==> config.mk <==
export PLATFORM = sky130hd
export DESIGN_NAME = frd_regs
export DESIGN_NICKNAME = d
export VERILOG_FILES = /design/src/include/frd_pkg.sv /design/src/frd_regs.sv
export SDC_FILE = /design/constraint.sdc
export NUM_CORES = 1
export LEC_CHECK = 0
export ABC_AREA = 1
export BUFFER_PORTS_ARGS = -buffer_cell sky130_fd_sc_hd__buf_2
export CELL_PAD_IN_SITES_DETAIL_PLACEMENT = 0
export CELL_PAD_IN_SITES_GLOBAL_PLACEMENT = 2
export CORE_ASPECT_RATIO = 0.75
export CORE_MARGIN = 8
export CORE_UTILIZATION = 28
export DETAILED_ROUTE_END_ITERATION = 10
export PLACE_DENSITY = 0.92
export SYNTH_ARGS = -nofsm -noshare
export SYNTH_HDL_FRONTEND = slang
export SYNTH_SLANG_ARGS = --single-unit
==> constraint.sdc <==
create_clock -name ref_clk -period 2.5 [get_ports ref_clk]
set_input_delay 0 -clock ref_clk [delete_from_list [all_inputs] [get_ports ref_clk]]
set_output_delay 0 -clock ref_clk [all_outputs]
set_load 0.05 [all_outputs]
==> src/include/frd_pkg.sv <==
// Constants shared by the FIFO readiness and alternate function block.
// Assumes a host bus with two active-low chip selects and a 3-bit address.
package frd_pkg;

	// Register addresses on the host bus.
	localparam logic [2:0] ADDR_ALT_FUNC = 3'h2;
	localparam logic [2:0] ADDR_FIFO_READY = 3'h7;

	// Line control bits 7 to 5 must hold this value to open alt functions.
	localparam logic [2:0] LINE_ALT_KEY = 3'h4;

	// Modem control field positions.
	localparam int MODEM_READY_EN_BIT = 2;
	localparam int MODEM_LOOPBACK_BIT = 4;

	// Alternate function field positions and reset value.
	localparam int ALT_DUAL_BIT = 0;
	localparam int ALT_SIR_BIT = 1;
	localparam int ALT_HDX_BIT = 2;
	localparam logic [7:0] ALT_FUNC_RESET = 8'h00;

	// Readiness register field positions.
	localparam int RDY_TX_A_BIT = 0;
	localparam int RDY_TX_B_BIT = 1;
	localparam int RDY_RX_A_BIT = 4;
	localparam int RDY_RX_B_BIT = 5;

	// The trigger level register counts in units of four entries.
	localparam int TRIG_UNIT_SHIFT = 2;

	// Levels picked by the FIFO control register when the level nibble is 0.
	localparam logic [6:0] SEL_TX_LVL0 = 7'h08;
	localparam logic [6:0] SEL_TX_LVL1 = 7'h10;
	localparam logic [6:0] SEL_TX_LVL2 = 7'h20;
	localparam logic [6:0] SEL_TX_LVL3 = 7'h38;
	localparam logic [6:0] SEL_RX_LVL0 = 7'h08;
	localparam logic [6:0] SEL_RX_LVL1 = 7'h10;
	localparam logic [6:0] SEL_RX_LVL2 = 7'h38;
	localparam logic [6:0] SEL_RX_LVL3 = 7'h3C;

	// Reset value of the read data latch.
	localparam logic [7:0] RDATA_RESET = 8'h00;

	// Width of one synchronised host bus sample.
	localparam int BUS_W = 15;

endpackage : frd_pkg

==> src/frd_regs.sv <==
// Shared FIFO readiness status and per-channel alternate function control.
// Assumes the host bus pins are asynchronous to ref_clk and that the host
// holds address, data and selects stable around each strobe for at least
// three clocks; FIFO counts and control registers come from ref_clk logic.
// Functional notes
// RULE1: Bit 0 is 1 when channel A TX free space reaches its trigger level.
// RULE2: Bit 1 is 1 when channel B TX free space reaches its trigger level.
// RULE3: Bit 4 is 1 when channel A RX fill exceeds trigger or timed out.
// RULE4: Bit 5 is 1 when channel B RX fill exceeds trigger or timed out.
// RULE5: Readiness bits 2, 3, 6, 7 read zero; writes there do nothing.
// RULE6: Readable only with a select low, ready enable on, loopback off.
// RULE7: Under those conditions readiness replaces the normal register at 111.
// RULE8: Alternate function register at 010 only while line bits 7:5 = 100.
// RULE9: Concurrent write bit makes each host write reach both channels.
// RULE10: Host enables indirect addressing before concurrent writes.
// RULE11: Infrared bit switches the channel serial path to SIR coding.
// RULE12: Host uses SIR only from 2400 up to 115.2 k.
// RULE13: Each channel has a driver-enable pin held while TX data pends; the code holds it only while the half-duplex bit is set.
// RULE14: Trigger is level nibble times four, else FIFO control choice.
// RULE15: Half-duplex bit raises driver enable while TX data is held.
`timescale 1ns/100ps

module frd_regs
	import frd_pkg::*;
#(
	parameter int FIFO_DEPTH = 64,
	parameter int CNT_W = 7
) (
	// Clock and reset.
	input wire logic ref_clk,
	input wire logic rst_n,
	// Host bus pins.
	input wire logic chan_a_select_n,
	input wire logic chan_b_select_n,
	input wire logic host_rd_n,
	input wire logic host_wr_n,
	input wire logic [2:0] host_addr,
	input wire logic [7:0] host_wdata,
	output logic [7:0] host_rdata,
	output logic host_rdata_oe,
	// Channel A state and registers.
	input wire logic [CNT_W-1:0] tx_space_a,
	input wire logic [CNT_W-1:0] rx_fill_a,
	input wire logic rx_timeout_a,
	input wire logic [7:0] trigger_level_register_a,
	input wire logic [7:0] fifo_control_register_a,
	input wire logic [7:0] modem_control_register_a,
	input wire logic [7:0] line_control_register_a,
	input wire logic tx_pending_a,
	input wire logic [7:0] normal_rdata_a,
	// Channel B state and registers.
	input wire logic [CNT_W-1:0] tx_space_b,
	input wire logic [CNT_W-1:0] rx_fill_b,
	input wire logic rx_timeout_b,
	input wire logic [7:0] trigger_level_register_b,
	input wire logic [7:0] fifo_control_register_b,
	input wire logic [7:0] modem_control_register_b,
	input wire logic [7:0] line_control_register_b,
	input wire logic tx_pending_b,
	input wire logic [7:0] normal_rdata_b,
	// Write strobes toward the channel register sets.
	output logic wr_strobe_a,
	output logic wr_strobe_b,
	output logic [2:0] wr_addr,
	output logic [7:0] wr_data,
	// Mode controls and pins.
	output logic [7:0] alternate_function_control_a,
	output logic [7:0] alternate_function_control_b,
	output logic infrared_mode_enable_a,
	output logic infrared_mode_enable_b,
	output logic bus_driver_enable_out_a,
	output logic bus_driver_enable_out_b
);

	if (CNT_W < $clog2(FIFO_DEPTH + 1) || CNT_W > 7) begin : g_bad_cnt_w
		$error("CNT_W cannot hold the FIFO fill range");
	end

	// Level register nibble times four, or the FIFO control choice if zero.
	function automatic logic [6:0] trig_lvl(input logic [3:0] lvl_nib,
			input logic [1:0] ctl_sel, input logic is_tx);
		logic [6:0] lvl;
		lvl = 7'h00;
		if (lvl_nib != 4'h0) begin
			lvl = {3'b000, lvl_nib} << TRIG_UNIT_SHIFT; // RULE14
		end else begin
			case (ctl_sel)
				2'd0: lvl = is_tx ? SEL_TX_LVL0 : SEL_RX_LVL0;
				2'd1: lvl = is_tx ? SEL_TX_LVL1 : SEL_RX_LVL1;
				2'd2: lvl = is_tx ? SEL_TX_LVL2 : SEL_RX_LVL2;
				default: lvl = is_tx ? SEL_TX_LVL3 : SEL_RX_LVL3;
			endcase
		end
		return lvl;
	endfunction : trig_lvl

	// Two-flop synchroniser for every host pin.
	logic [BUS_W-1:0] bus_s1_r;
	logic [BUS_W-1:0] bus_s2_r;
	always_ff @(posedge ref_clk or negedge rst_n) begin
		if (!rst_n) begin
			bus_s1_r <= {BUS_W{1'b1}};
			bus_s2_r <= {BUS_W{1'b1}};
		end else begin
			bus_s1_r <= {chan_a_select_n, chan_b_select_n, host_rd_n,
				host_wr_n, host_addr, host_wdata};
			bus_s2_r <= bus_s1_r;
		end
	end

	logic cs_a_n_s;
	logic cs_b_n_s;
	logic rd_n_s;
	logic wr_n_s;
	logic [2:0] addr_s;
	logic [7:0] wdata_s;
	assign {cs_a_n_s, cs_b_n_s, rd_n_s, wr_n_s, addr_s, wdata_s} = bus_s2_r;

	// A write is taken once, on the synchronised falling edge of the strobe.
	logic wr_n_d_r;
	always_ff @(posedge ref_clk or negedge rst_n) begin
		if (!rst_n)
			wr_n_d_r <= 1'b1;
		else
			wr_n_d_r <= wr_n_s;
	end
	logic wr_take;
	assign wr_take = wr_n_d_r && !wr_n_s;

	logic [7:0] alt_a_r;
	logic [7:0] alt_b_r;
	logic sel_a;
	logic sel_b;
	logic any_sel;
	logic dual_wr;
	logic [7:0] mdm_sel;
	logic [2:0] line_sel;
	assign sel_a = !cs_a_n_s;
	assign sel_b = !cs_b_n_s;
	assign any_sel = sel_a || sel_b;
	// Channel A settings win when both selects are low.
	assign mdm_sel = sel_a ? modem_control_register_a : modem_control_register_b;
	assign line_sel = sel_a ? line_control_register_a[7:5]
		: line_control_register_b[7:5];
	assign dual_wr = sel_a ? alt_a_r[ALT_DUAL_BIT] : alt_b_r[ALT_DUAL_BIT];

	logic rdy_access;
	logic alt_access_a;
	logic alt_access_b;
	assign rdy_access = any_sel && mdm_sel[MODEM_READY_EN_BIT]
		&& !mdm_sel[MODEM_LOOPBACK_BIT]; // RULE6
	assign alt_access_a = line_control_register_a[7:5] == LINE_ALT_KEY; // RULE8
	assign alt_access_b = line_control_register_b[7:5] == LINE_ALT_KEY; // RULE8

	// Concurrent mode fans a write out to both channels.
	logic hit_a;
	logic hit_b;
	assign hit_a = wr_take && any_sel && (sel_a || dual_wr); // RULE9
	assign hit_b = wr_take && any_sel && (sel_b || dual_wr); // RULE9

	always_ff @(posedge ref_clk or negedge rst_n) begin
		if (!rst_n) begin
			wr_strobe_a <= 1'b0;
			wr_strobe_b <= 1'b0;
			wr_addr <= 3'h0;
			wr_data <= 8'h00;
		end else begin
			wr_strobe_a <= hit_a;
			wr_strobe_b <= hit_b;
			if (wr_take) begin
				wr_addr <= addr_s;
				wr_data <= wdata_s;
			end
		end
	end

	// The readiness register is read only, so writes at 111 store nothing.
	always_ff @(posedge ref_clk or negedge rst_n) begin
		if (!rst_n)
			alt_a_r <= ALT_FUNC_RESET;
		else if (hit_a && addr_s == ADDR_ALT_FUNC && alt_access_a) // RULE8
			alt_a_r <= wdata_s;
	end
	always_ff @(posedge ref_clk or negedge rst_n) begin
		if (!rst_n)
			alt_b_r <= ALT_FUNC_RESET;
		else if (hit_b && addr_s == ADDR_ALT_FUNC && alt_access_b) // RULE8
			alt_b_r <= wdata_s;
	end

	// Live readiness comparisons.
	logic [6:0] tx_lvl_a;
	logic [6:0] tx_lvl_b;
	logic [6:0] rx_lvl_a;
	logic [6:0] rx_lvl_b;
	assign tx_lvl_a = trig_lvl(trigger_level_register_a[3:0],
		fifo_control_register_a[5:4], 1'b1);
	assign tx_lvl_b = trig_lvl(trigger_level_register_b[3:0],
		fifo_control_register_b[5:4], 1'b1);
	assign rx_lvl_a = trig_lvl(trigger_level_register_a[7:4],
		fifo_control_register_a[7:6], 1'b0);
	assign rx_lvl_b = trig_lvl(trigger_level_register_b[7:4],
		fifo_control_register_b[7:6], 1'b0);

	logic [7:0] ready_word;
	always_comb begin
		ready_word = 8'h00; // RULE5
		ready_word[RDY_TX_A_BIT] = 7'(tx_space_a) >= tx_lvl_a; // RULE1
		ready_word[RDY_TX_B_BIT] = 7'(tx_space_b) >= tx_lvl_b; // RULE2
		ready_word[RDY_RX_A_BIT] = 7'(rx_fill_a) > rx_lvl_a
			|| rx_timeout_a; // RULE3
		ready_word[RDY_RX_B_BIT] = 7'(rx_fill_b) > rx_lvl_b
			|| rx_timeout_b; // RULE4
	end

	// Read mux, refreshed every cycle while a read is in progress.
	logic rd_active;
	logic [7:0] rd_mux;
	assign rd_active = any_sel && !rd_n_s;
	always_comb begin
		if (addr_s == ADDR_FIFO_READY && rdy_access)
			rd_mux = ready_word; // RULE7
		else if (addr_s == ADDR_ALT_FUNC && line_sel == LINE_ALT_KEY)
			rd_mux = sel_a ? alt_a_r : alt_b_r; // RULE8
		else
			rd_mux = sel_a ? normal_rdata_a : normal_rdata_b;
	end

	always_ff @(posedge ref_clk or negedge rst_n) begin
		if (!rst_n) begin
			host_rdata <= RDATA_RESET;
			host_rdata_oe <= 1'b0;
		end else begin
			host_rdata_oe <= rd_active;
			if (rd_active)
				host_rdata <= rd_mux;
		end
	end

	// Driver enable follows pending transmit data in half-duplex mode.
	// The turnaround delay after the last stop bit is not applied here.
	always_ff @(posedge ref_clk or negedge rst_n) begin
		if (!rst_n) begin
			bus_driver_enable_out_a <= 1'b0;
			bus_driver_enable_out_b <= 1'b0;
		end else begin
			bus_driver_enable_out_a <= alt_a_r[ALT_HDX_BIT]
				&& tx_pending_a; // RULE13 RULE15
			bus_driver_enable_out_b <= alt_b_r[ALT_HDX_BIT]
				&& tx_pending_b; // RULE13 RULE15
		end
	end

	assign alternate_function_control_a = alt_a_r;
	assign alternate_function_control_b = alt_b_r;
	assign infrared_mode_enable_a = alt_a_r[ALT_SIR_BIT]; // RULE11
	assign infrared_mode_enable_b = alt_b_r[ALT_SIR_BIT]; // RULE11
endmodule : frd_regs

==> results.toml <==
[floorplanning]
num_io_pins = 171
num_rows = 35
start_util_pct = 28.6
chipHeight_microns = 113
die_x_microns = 145
core-area_sq_um = 12200
die-area_sq_um = 16300

[synthesis]
synth_top_area_share_pct = 28.6
synth.cell_area_sq_um = 3490
netlist_instances = 379
synth_edf_count = 0
yosysTopAreaCell = "dfrtp_1"
synth.distinct_cells = 33
synthTopCellsByCount = "86 x nand2_1, 48 x inv_1, 40 x dfrtp_1"
synthArstFlopShare_pct = 100
seq_area_frac_synth_pct = 52.0
syn-mean-instance-area_sq_um = 9.22
yosysMostFrequentCell = "nand2_1"
ys_seq_elements = 71
synth_nets = 530
synth_area_leaders = "dfrtp_1 29%, dfstp_2 23%, nand2_1 9.2%, ha_1 7.9%, inv_1 5.2%"
ys.warnings.count = 0
ys.flop_type = "dfrtp_1"

[clock_network]
cts_root_buf = "clkbuf_16"
cts_tree = "yes"
cts_sinks = 71
cts-buffers-inserted = 9
postCtsSetupBuffers = 0
holdBufCountCts = 20
clk_latency_ns = 0.33
htree_levels = 3
clk_pin_slew_ns = 0.06
clk_path_buf_depth = 2
ctsResizeCount = 0

[hold_path]
worst_hold_path_type = "primary input to register"
whs_path_depth = 5

[placed_design]
dp.final_hpwl_mm = 7.75
dpl_cell_area_sq_um = 4360
globalplace.congestion = 0.864
portBuffers = 140

[power_and_ir_drop]
power_leakage_nw = 2.64
vdd_drop_max_mv = 0.662
power.density_nw_per_um2 = 649
p_total_mw = 3.15

[detailed_routing]
ant_nets = 0
wire_per_inst_microns = 13.7
viasPerCell = 4.23
drtPass1Iterations = 4
vias = 3017
drt_iter0_drc = 61
drc = 0
wirelength_mm = 9.76

[global_route]
antenna_found_initial = 1
grt_pass1_wl_mm = 15.7
overflow = 0
grt_max_degree = 72
grt_pass1_vias = 3119
track_usage_pct = 12.1

[setup_path]
rrSetupSlack_ns = 0.72
r2r_cells = 10
cp.arrival_ns = 1.99
worstPathRequired_ns = 2.71
critPathKind = "register to register"
crit_path_start_kind = "register"
endpoint_kind = "register"
critPathMaxFanout = 16

[sta]
hold_viol = 0
min_period_over_period_pct = 71.3
max_freq_mhz = 561
setup_violations = 0
slew_viol_final = 0
final.setup.tns_ns = 0
relSlewSlack_pct = 42.3
whs_ns = 0.0239
fin_crit_ns = 1.78
worstMarginPinSlew_ns = 0.865
clock_skew_ns = 0.00680
rsz0062_at_grt = "no"

[outcome]
status = "finished clean"

[finish]
area_growth_pct = 38.9
post-route-util_pct = 39.7
antenna_cells = 0
fin_area_sq_um = 4850
drive_above_1_share_pct = 38.9
fin_nets = 694

[flow_run]
maxCapViolCount = 0
[critical path, cell delays in order, from the launching register on]
cell	delay, ns
dfstp_2	0.66
buf_4	0.27
nand2_1	0.07
inv_1	0.07
a21oi_2	0.04
nand2_1	0.07
nand2_1	0.06
inv_2	0.07
nand2_2	0.17
nand2_1	0.10
o21ai_0	0.08
[kinds of logic (layout without fill, tap and decap cells)]
kind of cell             Yosys count  after routing  share of synthesized area [%]
AND/OR/NAND/NOR                  164            164                           20.8
flip-flops                        71             71                           52.0
buffers and inverters             60            229                           7.30
AO/OA/AOI/OAI                     53             53                           9.38
adder cells (fa/ha/maj)           22             22                           7.88
multiplexers                       9              9                           2.65
[flip-flops by register name, summed over array words and instances (netlist names)]
register and count:
wr_strobe_b 1, host_rdata 8, wr_addr 3, wr_n_d_r 1
host_rdata_oe 1, wr_data 8, bus_driver_enable_out_b 1, bus_s1_r 15
bus_driver_enable_out_a 1, bus_s2_r 15, wr_strobe_a 1, alternate_function_control_a 8
alternate_function_control_b 8
[routing by layer]
layer  vias to the layer above  track usage [%]  share of wire, %  wire, microns
li1                       1551                -                 -              -
met1                      1366             15.1                47           4620
met2                        88             19.0                45           4370
met3                        10             5.14               6.9            672
met4                         2             2.94              0.89             87
met5                         -                0              0.10             10
[layout by cell type (no fill, tap or decap), drive strengths merged, types with 3 or more instances in the layout]
cell	n
nor2	39
dfrtp	40
o22ai	3
or2	3
nand2	87
ha	22
mux2i	7
clkbuf	11
buf	142
a21oi	4
o21ai	38
inv	54
dfstp	31
nand4	10
nand3b	5
dlygate4sd3	20
nand3	16
[stage by stage]
step,instances,setup WS [ns]
6_report,714,0.718
5_1_grt,714,0.501
4_1_cts,714,0.691
3_5_place_dp,678,0.712
3_3_place_gp,678,0.722
2_1_floorplan,379,1.01
[final timing paths]
path / startpoint / endpoint
hold reg to reg: bus_s1_r[5] / bus_s2_r[5]
min in group asynchronous: rst_n / wr_addr[2]
hold / removal: normal_rdata_b[0] / host_rdata[0]
max in group asynchronous: rst_n / host_rdata[1]
setup reg to reg: bus_s2_r[14] / alternate_function_control_b[1]
setup / recovery: bus_s2_r[14] / alternate_function_control_b[1]
[cell type report]
class	instances	area, sq um
fill	1278	7360
sequential	71	1820
multi-input combinational	248	1420
timing repair buffer	162	918
clock buffer	11	264
tap	166	208
inverter	51	191
clock inverter	5	33.8
[power breakdown]
| group | internal (mW) | switching (mW) |
|---|---|---|
| logic | 0.202 | 0.410 |
| registers | 1.25 | 0.0452 |
| clock network | 0.762 | 0.482 |
| total | 2.21 | 0.937 |
No activity file was read; power rests on OpenSTA's default activity.
